[src/include/fault_level_defines.vh]
// Constants for the fault-code level indicator on the actual-value output.
// Notes on behaviour
// - While an alarm is present and reset is not held, output shows a fault level, not temperature.
// - Twelve fault levels exist in the 0 to 10 V range, some shared by two code groups.
// - Calibration and configuration faults alternate at 1 Hz with full scale.
// - Start during alternation stops it and holds the fault level.
// - A latched alarm clears only by reset input or power cycle.
// - Reset clears the alarm only when the reset input is released.
// - The exact internal error code stays readable for diagnostics.
// - Codes 101, 102, 103 give 0.66, 1.33 and 2.00 volts.
// - Code 304 gives 4.00 volts.
// - Codes 901 and 913 to 916 give 4.66 volts.
// - Listed faults start as warnings; start turns them into alarm-high faults.
// - After reset release, a 500 ms initialisation refuses a new start.
`ifndef FAULT_LEVEL_DEFINES_VH
`define FAULT_LEVEL_DEFINES_VH

`define CLK_FREQ_HZ       100000000
`define HALF_PERIOD_MS    500
`define INIT_TIME_MS      500
// Both spans are 500 ms of the 100 MHz clock, sized to the counter width.
`define HALF_PERIOD_CYC   26'h2fa_f080
`define HALF_LAST_CYC     26'h2fa_f07f
`define INIT_CYC          26'h2fa_f080
`define CNT_ONE           26'h000_0001
`define CNT_W             26

// Output code is a 10-bit DAC word, 0x3FF being 10 V full scale.
`define DAC_W             10
`define DAC_FULL          10'h3ff
`define DAC_ZERO          10'h000
// Level n of 15 steps: n * 1023 / 15 (0.66 V per step).
`define LVL_STEP(n)       (((n) * 1023) / 15)

// Error codes held as 10-bit decimal numbers.
`define CODE_W            10
`define CODE_NONE         10'h000

`endif

[src/fault_code_mapper.v]
// Maps an internal error code to its output level and indication class.
`timescale 1ns/1ps
`default_nettype none
`include "fault_level_defines.vh"

module fault_code_mapper (
    input  wire [`CODE_W-1:0] code_in,
    output reg  [`DAC_W-1:0]  level_out,
    output reg                alternate_out,
    output reg                warning_out
);
    reg [3:0]  step;
    reg [31:0] lvl_wide;

    always @* begin
        lvl_wide      = 32'h0000_0000;
        step          = 4'h0;
        alternate_out = 1'b0;
        warning_out   = 1'b0;
        case (code_in)
            10'd101: step = 4'h1;
            10'd102: step = 4'h2;
            10'd103: step = 4'h3;
            10'd107, 10'd108, 10'd307, 10'd308, 10'd309, 10'd310: step = 4'h4;
            10'd201, 10'd202, 10'd203: step = 4'h5;
            10'd304: step = 4'h6;
            10'd901, 10'd913, 10'd914, 10'd915, 10'd916: step = 4'h7;
            10'd917, 10'd918: step = 4'h7;
            10'd104, 10'd105, 10'd106, 10'd211, 10'd302, 10'd303: begin
                step          = 4'h8;
                alternate_out = 1'b1;
                warning_out   = 1'b1;
            end
            10'd110: begin
                step        = 4'h9;
                warning_out = 1'b1;
            end
            10'd111, 10'd112, 10'd113, 10'd114: begin
                // One level each, counting up from the configuration-fault step.
                step          = (code_in == 10'd111) ? 4'h9 :
                                (code_in == 10'd112) ? 4'ha :
                                (code_in == 10'd113) ? 4'hb : 4'hc;
                alternate_out = 1'b1;
                warning_out   = 1'b1;
            end
            default: step = 4'h0;
        endcase
        lvl_wide  = `LVL_STEP(step);
        level_out = lvl_wide[`DAC_W-1:0];
    end
endmodule // fault_code_mapper
`default_nettype wire

[src/fault_code_level_indicator.v]
// Drives the actual-value output with temperature or a coded fault level.
`timescale 1ns/1ps
`default_nettype none
`include "fault_level_defines.vh"

module fault_code_level_indicator (
    input  wire               clk_in,
    input  wire               reset_n_in,
    input  wire               clk_en_in,
    input  wire [`DAC_W-1:0]  temp_level_in,
    input  wire               fault_valid_in,
    input  wire [`CODE_W-1:0] fault_code_in,
    input  wire               start_in,
    input  wire               reset_ctl_in,
    output reg  [`DAC_W-1:0]  actual_out,
    output reg                alarm_out,
    output reg                start_ok_out,
    output reg                busy_init_out,
    output reg  [`CODE_W-1:0] diag_code_out
);
    localparam [2:0] ST_IDLE = 3'b001;
    localparam [2:0] ST_WARN = 3'b010;
    localparam [2:0] ST_HOLD = 3'b100;

    reg [2:0]         state_reg;
    reg [2:0]         state_next;
    reg [`CODE_W-1:0] code_reg;
    reg [`CNT_W-1:0]  half_cnt_reg;
    reg               phase_reg;
    reg [`CNT_W-1:0]  init_cnt_reg;
    reg               rst_ctl_d_reg;

    wire [`DAC_W-1:0] code_level;
    wire              code_alt;
    wire              code_warn;
    wire              release_pulse;

    fault_code_mapper u_mapper (
        .code_in       (code_reg),
        .level_out     (code_level),
        .alternate_out (code_alt),
        .warning_out   (code_warn)
    );

    // Clearing acts on the falling edge of the reset control, not its level.
    assign release_pulse = rst_ctl_d_reg & ~reset_ctl_in;

    always @* begin
        state_next = state_reg;
        case (state_reg)
            ST_IDLE: begin
                if (fault_valid_in && !reset_ctl_in && fault_code_in != `CODE_NONE) begin
                    state_next = ST_WARN;
                end
            end
            ST_WARN: begin
                if (release_pulse) begin
                    state_next = ST_IDLE;
                end else if (start_in || !code_warn) begin
                    state_next = ST_HOLD;
                end
            end
            ST_HOLD: begin
                if (release_pulse) begin
                    state_next = ST_IDLE;
                end
            end
            default: state_next = ST_IDLE;
        endcase
    end

    // Next-value terms for the register blocks below. Each register has a
    // block of its own; all of them share the synchronous reset and the
    // clock enable, so a low enable freezes every piece of state at once.
    wire              enter_warn;
    wire              go_idle;
    wire              half_end;
    wire              show_full;
    wire              init_running;
    wire              start_allowed;
    wire [`CNT_W-1:0] half_cnt_next;
    wire [`CNT_W-1:0] init_cnt_next;

    assign enter_warn = (state_reg == ST_IDLE) && (state_next == ST_WARN);
    assign go_idle    = (state_next == ST_IDLE);

    // The half-period counter only runs while a warning is shown; any other
    // state parks it at zero, so a new warning always opens on the fault level.
    assign half_end      = (half_cnt_reg == `HALF_LAST_CYC);
    assign half_cnt_next = (state_reg != ST_WARN || half_end) ? {`CNT_W{1'b0}}
                         : half_cnt_reg + `CNT_ONE;

    // Full scale is judged on the next state, so the edge on which start
    // freezes the display already shows the fault level and never full scale.
    assign show_full = (state_next == ST_WARN) && code_alt && phase_reg;

    // The init span restarts on every release, even one with no alarm pending.
    // A user must wait it out before a start is honoured again.
    assign init_cnt_next = release_pulse ? `INIT_CYC
                         : (init_cnt_reg != {`CNT_W{1'b0}}) ? init_cnt_reg - `CNT_ONE
                         : init_cnt_reg;
    assign init_running  = (init_cnt_reg > `CNT_ONE);

    // Start is refused while reset is held, initialising, or a warning or alarm is pending.
    assign start_allowed = !reset_ctl_in && !release_pulse && !init_running && go_idle;

    // Delayed copy of the reset control; its reset value matches the idle level
    // of the input, so leaving power-on reset never looks like a release.
    always @(posedge clk_in) begin
        if (!reset_n_in) begin
            rst_ctl_d_reg <= 1'b0;
        end else if (clk_en_in) begin
            rst_ctl_d_reg <= reset_ctl_in;
        end
    end

    // Only a release of the reset control or power-on reset leaves an alarm.
    always @(posedge clk_in) begin
        if (!reset_n_in) begin
            state_reg <= ST_IDLE;
        end else if (clk_en_in) begin
            state_reg <= state_next;
        end
    end

    // The first fault code is latched; later ones cannot overwrite it.
    always @(posedge clk_in) begin
        if (!reset_n_in) begin
            code_reg <= `CODE_NONE;
        end else if (clk_en_in) begin
            if (enter_warn) begin
                code_reg <= fault_code_in;
            end else if (go_idle) begin
                code_reg <= `CODE_NONE;
            end
        end
    end

    // The fine code stays visible for diagnostics while the level is coarse.
    always @(posedge clk_in) begin
        if (!reset_n_in) begin
            diag_code_out <= `CODE_NONE;
        end else if (clk_en_in) begin
            diag_code_out <= go_idle ? `CODE_NONE : code_reg;
        end
    end

    always @(posedge clk_in) begin
        if (!reset_n_in) begin
            half_cnt_reg <= {`CNT_W{1'b0}};
        end else if (clk_en_in) begin
            half_cnt_reg <= half_cnt_next;
        end
    end

    // Phase low shows the fault level, phase high shows full scale for alternating codes.
    always @(posedge clk_in) begin
        if (!reset_n_in) begin
            phase_reg <= 1'b0;
        end else if (clk_en_in) begin
            if (state_reg != ST_WARN) begin
                phase_reg <= 1'b0;
            end else if (half_end) begin
                phase_reg <= ~phase_reg;
            end
        end
    end

    always @(posedge clk_in) begin
        if (!reset_n_in) begin
            init_cnt_reg <= {`CNT_W{1'b0}};
        end else if (clk_en_in) begin
            init_cnt_reg <= init_cnt_next;
        end
    end

    always @(posedge clk_in) begin
        if (!reset_n_in) begin
            busy_init_out <= 1'b0;
        end else if (clk_en_in) begin
            busy_init_out <= release_pulse || init_running;
        end
    end

    always @(posedge clk_in) begin
        if (!reset_n_in) begin
            start_ok_out <= 1'b0;
        end else if (clk_en_in) begin
            start_ok_out <= start_allowed;
        end
    end

    // Warnings keep the alarm output low until start turns them into faults.
    always @(posedge clk_in) begin
        if (!reset_n_in) begin
            alarm_out <= 1'b0;
        end else if (clk_en_in) begin
            alarm_out <= (state_next == ST_HOLD);
        end
    end

    // Near zero while reset is held gives the outside controller feedback that
    // the clear request was seen; it costs the fault level for that time.
    always @(posedge clk_in) begin
        if (!reset_n_in) begin
            actual_out <= `DAC_ZERO;
        end else if (clk_en_in) begin
            if (reset_ctl_in) begin
                actual_out <= `DAC_ZERO;
            end else if (show_full) begin
                actual_out <= `DAC_FULL;
            end else if (state_reg != ST_IDLE) begin
                actual_out <= code_level;
            end else begin
                actual_out <= temp_level_in;
            end
        end
    end
endmodule // fault_code_level_indicator
`default_nettype wire

[config.mk]
export PLATFORM = sky130hd
export DESIGN_NAME = fault_code_level_indicator
export DESIGN_NICKNAME = d
export VERILOG_FILES = /design/src/fault_code_mapper.v /design/src/fault_code_level_indicator.v
export VERILOG_INCLUDE_DIRS = /design/src /design/src/include
export SDC_FILE = /design/constraint.sdc
export NUM_CORES = 1
export LEC_CHECK = 0
export ABC_CLOCK_PERIOD_IN_PS = 14600
export BUFFER_PORTS_ARGS = -buffer_cell sky130_fd_sc_hd__buf_2
export CAP_MARGIN = 25
export CORE_MARGIN = 3
export CORE_UTILIZATION = 47
export DETAILED_ROUTE_END_ITERATION = 10
export GPL_ROUTABILITY_DRIVEN = 0
export HOLD_SLACK_MARGIN = 0.08
export PLACE_DENSITY = 0.61
export SLEW_MARGIN = 30
export SYNTH_ARGS = -nofsm -noshare
export SYNTH_HDL_FRONTEND = slang
export SYNTH_SLANG_ARGS = --single-unit
[constraint.sdc]
create_clock -name clk_in -period 14.6 [get_ports clk_in]
set_clock_uncertainty 0.15 [all_clocks]
set_input_delay 2.92 -clock clk_in [delete_from_list [all_inputs] [get_ports clk_in]]
set_output_delay 2.92 -clock clk_in [all_outputs]
set_load 0.02 [all_outputs]
-- After elaboration in Yosys (flattened, before gate mapping)
Index checks and enable logic that the tools add are counted.
- flip-flop bits (word level): 90
- $lt $le $gt $ge: 1
- reductions and logical operators: 28
- add/sub/neg operators: 2
- $mul: 1
- equal/unequal tests: 40
- bitwise logic cells: 3
- multiplexer cells: 21
- div/mod/pow operators: 1
- operators by type and width (operator ; number):
    10-bit by 7-bit equality test with 1-bit output, second input constant ; 13
    26-bit two-way mux ; 3
    10-bit equality test, second input constant ; 7
    10-bit by 9-bit equality test with 1-bit output, second input constant ; 7
    10-bit two-way mux ; 5
    10-bit by 8-bit equality test with 1-bit output, second input constant ; 4
    4-bit case mux with 10 select lines ; 1
    14-bit by 4-bit divider with 32-bit output, second input constant ; 1
    26-bit by 1-bit adder with 26-bit output, second input constant ; 1
    26-bit equality test, second input constant ; 1
    26-bit by 1-bit > comparator with 1-bit output, second input constant ; 1
    26-bit nonzero test ; 1
    26-bit by 1-bit subtractor with 26-bit output, second input constant ; 1
    3-bit two-way mux ; 5
    4-bit by 10-bit multiplier with 14-bit output, second input constant ; 1
    6-bit OR reduction ; 2
    11-bit OR reduction ; 1
    10-bit nonzero test ; 1
    10-bit OR reduction ; 1
    3-bit case mux with 3 select lines ; 1
    1-bit logical AND ; 8
    4-bit two-way mux ; 2
    7-bit OR reduction ; 1
    3-bit by 1-bit equality test with 1-bit output, second input constant ; 2
    13 further kinds ; 26

-- Depth between registers and ports, before layout
- depth in word-level cells: 13
- depth in mapped cells: 45

-- By module
From an unflattened synthesis, not the netlist that was laid out.
- cell total of the unflattened synthesis: 852
- area, all modules: 7038.0 um^2
- modules (own cells, without submodules) (module ; area each (um^2) ; cells each ; instances ; sequential area each (um^2)):
    fault_code_level_indicator ; 4266.6 ; 470 ; 1 ; 1801.7
    fault_code_mapper ; 2771.4 ; 382 ; 1 ; 0.0

-- Worst setup path after synthesis
OpenSTA, ideal clock, no wires.
- path type: flip-flop to flip-flop
- start: register code_reg[5]
- end: register actual_out[0]
- setup slack: 4.130 ns
- required time: 14.321 ns
- path buffers: 1
- setup time: 0.129 ns
- stages on the path, launching flop included: 42
- data arrival time: 10.191 ns
- period minus slack after synthesis: 10.470 ns
- cells stage by stage: dfxtp_1 > or3b_4 > or3b_4 > or2_2 > nand2_1 > nand2_1 > o21ai_0 > nand2_1 > nor2_1 > a211oi_1 > inv_1 > fa_1 > fa_1 > ha_1 > clkbuf_1 > nor2b_1 > o21ai_0 > nand2_1 > (+6 left out) > o211ai_2 > a41o_1 > a31o_2 > a211oi_1 > xor2_1 > o41a_1 > or4b_4 > o21bai_4 > a21oi_1 > ha_1 > nand2_1 > a2111oi_0 > a211o_1 > o21a_1 > nor4_4 > a2111oi_0 > nand3b_1 > nand3_1
- cells in the longest elaborated chain, start to end: 13
- ends and longest elaborated chain (what ; RTL line ; text):
    start, declared ; fault_code_level_indicator.v:27 ; reg [`CODE_W-1:0] code_reg;
    start signal, assigned ; fault_code_level_indicator.v:129 ; code_reg <= `CODE_NONE;
    start signal, assigned ; fault_code_level_indicator.v:132 ; code_reg <= fault_code_in;
    start signal, assigned ; fault_code_level_indicator.v:134 ; code_reg <= `CODE_NONE;
    branches (longest 11 deep; another with 14-bit by 4-bit divider with 32-bit output) ; - ;
    10-bit two-way mux (*) ; fault_code_level_indicator.v:210 ; end else if (show_full) begin
    10-bit two-way mux (*) ; fault_code_level_indicator.v:208 ; if (reset_ctl_in) begin
    end signal, assigned ; fault_code_level_indicator.v:209 ; actual_out <= `DAC_ZERO;
    end signal, assigned ; fault_code_level_indicator.v:211 ; actual_out <= `DAC_FULL;
    end signal, assigned ; fault_code_level_indicator.v:213 ; actual_out <= code_level;
    end, declared ; fault_code_level_indicator.v:15 ; output reg [`DAC_W-1:0] actual_out,
Every way passes the cells marked *.
A chain may end at the register's enable or synchronous reset.

-- Worst setup path after layout
Ends and elaborated chain as after synthesis.

==> results.json <==
{
  "status": "completed",
  "rsz0062_at_grt": "no",
  "post-place-cells": 1135,
  "setup_tns_ps": 0,
  "grt-ovfl-total": 0,
  "synth_warnings": 0,
  "synth_nets": 997,
  "drv_cap": 0,
  "hpwl_um": 14500,
  "slowest_stage": "fa_1",
  "timing.critical_path.to": "actual_out[0]",
  "grt_pass1_wl_um": 31200,
  "vias": 7018,
  "p_leak_nw": 3.00,
  "core_sq_um": 14900,
  "relSlewSlack_pct": 38.3,
  "max_freq_mhz": 84.5,
  "fin_cells": 1152,
  "critPathMaxStageDelay_ps": 590,
  "p_switching_w": 0.000262,
  "ys.flop_type": "dfxtp_1",
  "die-width_um": 131,
  "drtIter0Drc": 534,
  "cp_data_required_time_ps": 14670,
  "cts_setup_buffers": 0,
  "hold_viol": 0,
  "synthesis.area_sq_um": 7310,
  "synth.area.top_cells": "dfxtp_1, nor2_1, nand2_1",
  "ant_nets": 0,
  "grtUsageTotal_pct": 22.3,
  "slew_violations": 0,
  "start_kind": "register",
  "initial_core_util_pct": 49.2,
  "synth.most_common_cell": "nor2_1",
  "clockBufferDepth": 2,
  "pwr-share-clk_pct": 28.1,
  "numPortBuffers": 48,
  "synth-seq-area-share_pct": 24.7,
  "holdWs_ps": 323,
  "path_common_cell": "nand2_1",
  "crit_buf_inv": 1,
  "fp-row-count": 44,
  "crit_arrival_ps": 11900,
  "viasPerCell": 6.09,
  "grt_pass1_vias": 6083,
  "drive_gt1_share_pct": 10.9,
  "cts_tree": "yes",
  "synthArstFlopShare_pct": 0,
  "crit_cells": 40,
  "drc": 0,
  "worstPathMaxFanout": 11,
  "netSwitchingFraction_pct": 34.7,
  "p_comb_share_pct": 29.7,
  "regToRegEndpoint": "actual_out[0]",
  "wl_per_cell_um": 16.8,
  "netlist-cell-type-count": 96,
  "ys_top_cells_by_count": "nor2_1, dfxtp_1, nand2_1, a21oi_1, nand3_1",
  "worst_pin_slew_ps": 920,
  "cts.clk_slew.worst_paths_ps": 60,
  "grt_max_degree": 57,
  "fin_crit_ps": 11830,
  "multi_input_area_sq_um": 5200,
  "antenna_found_initial": 0,
  "cp-end-kind": "register",
  "power.internal_w": 0.000495,
  "wirelength_um": 19300,
  "syn_avg_cell_area_sq_um": 7.75,
  "io_pins": 49,
  "dieArea_sq_um": 17100,
  "synth-edff-count": 0,
  "clock_latency_ps": 340,
  "htreeDepth": 3,
  "synth_top_area_share_pct": 24.7,
  "cts_root_buf": "clkbuf_16",
  "synthesis.instances": 943,
  "setup_viol": 0,
  "regArea_sq_um": 1800,
  "drt_pre_antenna_iters": 5,
  "r2r_cells": 40,
  "n_fill_cell": 1470,
  "holdBufCountCts": 0,
  "hold_start": "diag_code_out[5]",
  "dpl-instance-area_sq_um": 7610,
  "synth_area_leader_cell": "dfxtp_1",
  "cp-startpoint": "code_reg[5]",
  "peakVddDrop_uv": 70.7,
  "fin_ws_ps": 2770,
  "fin_area_sq_um": 7880,
  "synth-seq-cells": 90,
  "worstReg2RegStart": "code_reg[5]",
  "fin_crit_sh_pct": 81.0,
  "crit_type": "register to register",
  "pwr-share-seq_pct": 42.2,
  "syn2layout_area_growth_pct": 7.86,
  "hold_path_class": "register to register",
  "critical-path-top-delay-family": "compound AO/OA/AOI/OAI gates",
  "cts.sinks": 90,
  "layout.nets": 1016,
  "fp.dieH_um": 131,
  "r2r_slack_ps": 2770,
  "numCtsBuffers": 9,
  "power.density_nw_per_um2": 96.0,
  "dpl_worst_slack_ps": 2880,
  "cts_resized": 0
}
-- power by group through the flow --
stage	sequential (W)	clock, W	combinational [W]
global route	0.000326	0.000226	0.000256
floorplan	0.000318	0	0.000176
finish	0.000319	0.000213	0.000225
global placement	0.000324	0	0.000220
detailed placement	0.000324	0	0.000221
CTS	0.000319	0.000217	0.000224
-- metrics by stage --
stage	power [W]	util, %
final	0.000757	53.0
after global routing	0.000808	53.0
after CTS	0.000761	53.0
after detailed placement	0.000545	51.2
after global placement	0.000544	51.2
after floorplan	0.000494	-
-- per-layer routing --
| metal | share of wire (%) | track usage (%) | vias up |
|---|---|---|---|
| li1 | - | - | 3539 |
| met1 | 51 | 33.6 | 3285 |
| met2 | 44 | 34.0 | 175 |
| met3 | 4.3 | 2.68 | 19 |
| met4 | 1.2 | 4.72 | 0 |
| met5 | 0 | 0 | - |
-- layout make-up --
class,instances,area share (%)
tap,184,2.92
sequential,90,22.9
multi-input combinational,780,66.0
clock buffer,14,3.22
antenna,1,0.0317
timing repair buffer,52,3.43
inverter,29,1.41
clock inverter,2,0.159
-- placed cells by master (no fill, tap or decap), types with 5 or more instances in the layout --
cell type  instances
nor2_1           101
nand2b_1          14
a21o_1             6
fa_1               8
clkbuf_16          9
inv_1             26
a21oi_1           52
xnor2_1           26
o22ai_1            5
a311oi_1           5
a211oi_1          21
nor2b_1           30
nor3_1            23
dfxtp_1           90
a2111oi_0          5
or3_1              8
and2_1             5
o211a_1            5
o21a_1             8
o211ai_1          10
nand4_1           14
buf_2             48
a211o_1            9
ha_1              20
a31oi_1           12
mux2i_1           10
a22oi_1           12
xor2_1            31
o21ai_1            9
nand2_1           85
nor4_1            17
nand3b_1           6
o21ai_0           41
or4_1              6
a21boi_0          24
nand3_1           47
and3_1            15
-- cell families after synthesis --
group / share of synthesized area [%]
AO/OA/AOI/OAI: 28.0
XOR/XNOR: 6.83
adder cells (fa/ha/maj): 5.62
buffers and inverters: 4.19
flip-flops: 24.7
multiplexers: 1.52
AND/OR/NAND/NOR: 29.2
-- how the worst min path moves through the flow --
stage                            end  slack (ps)  cells after the start
floorplan                  phase_reg         300                      2
global placement    diag_code_out[5]         320                      2
detailed placement  diag_code_out[7]         320                      2
CTS                 diag_code_out[4]         330                      2
global route        diag_code_out[7]         350                      2
finish              diag_code_out[5]         320                      2
-- worst reg2reg max path: cells and delay by family, from the launching register on --
kind	cells	cell delay (ps)
buffers and inverters	1	200
flip-flops	1	390
AND/OR/NAND/NOR	16	3100
adder cells (fa/ha/maj)	5	2240
XOR/XNOR	2	740
AO/OA/AOI/OAI	16	4890
Power figures use the tool's default switching activity.
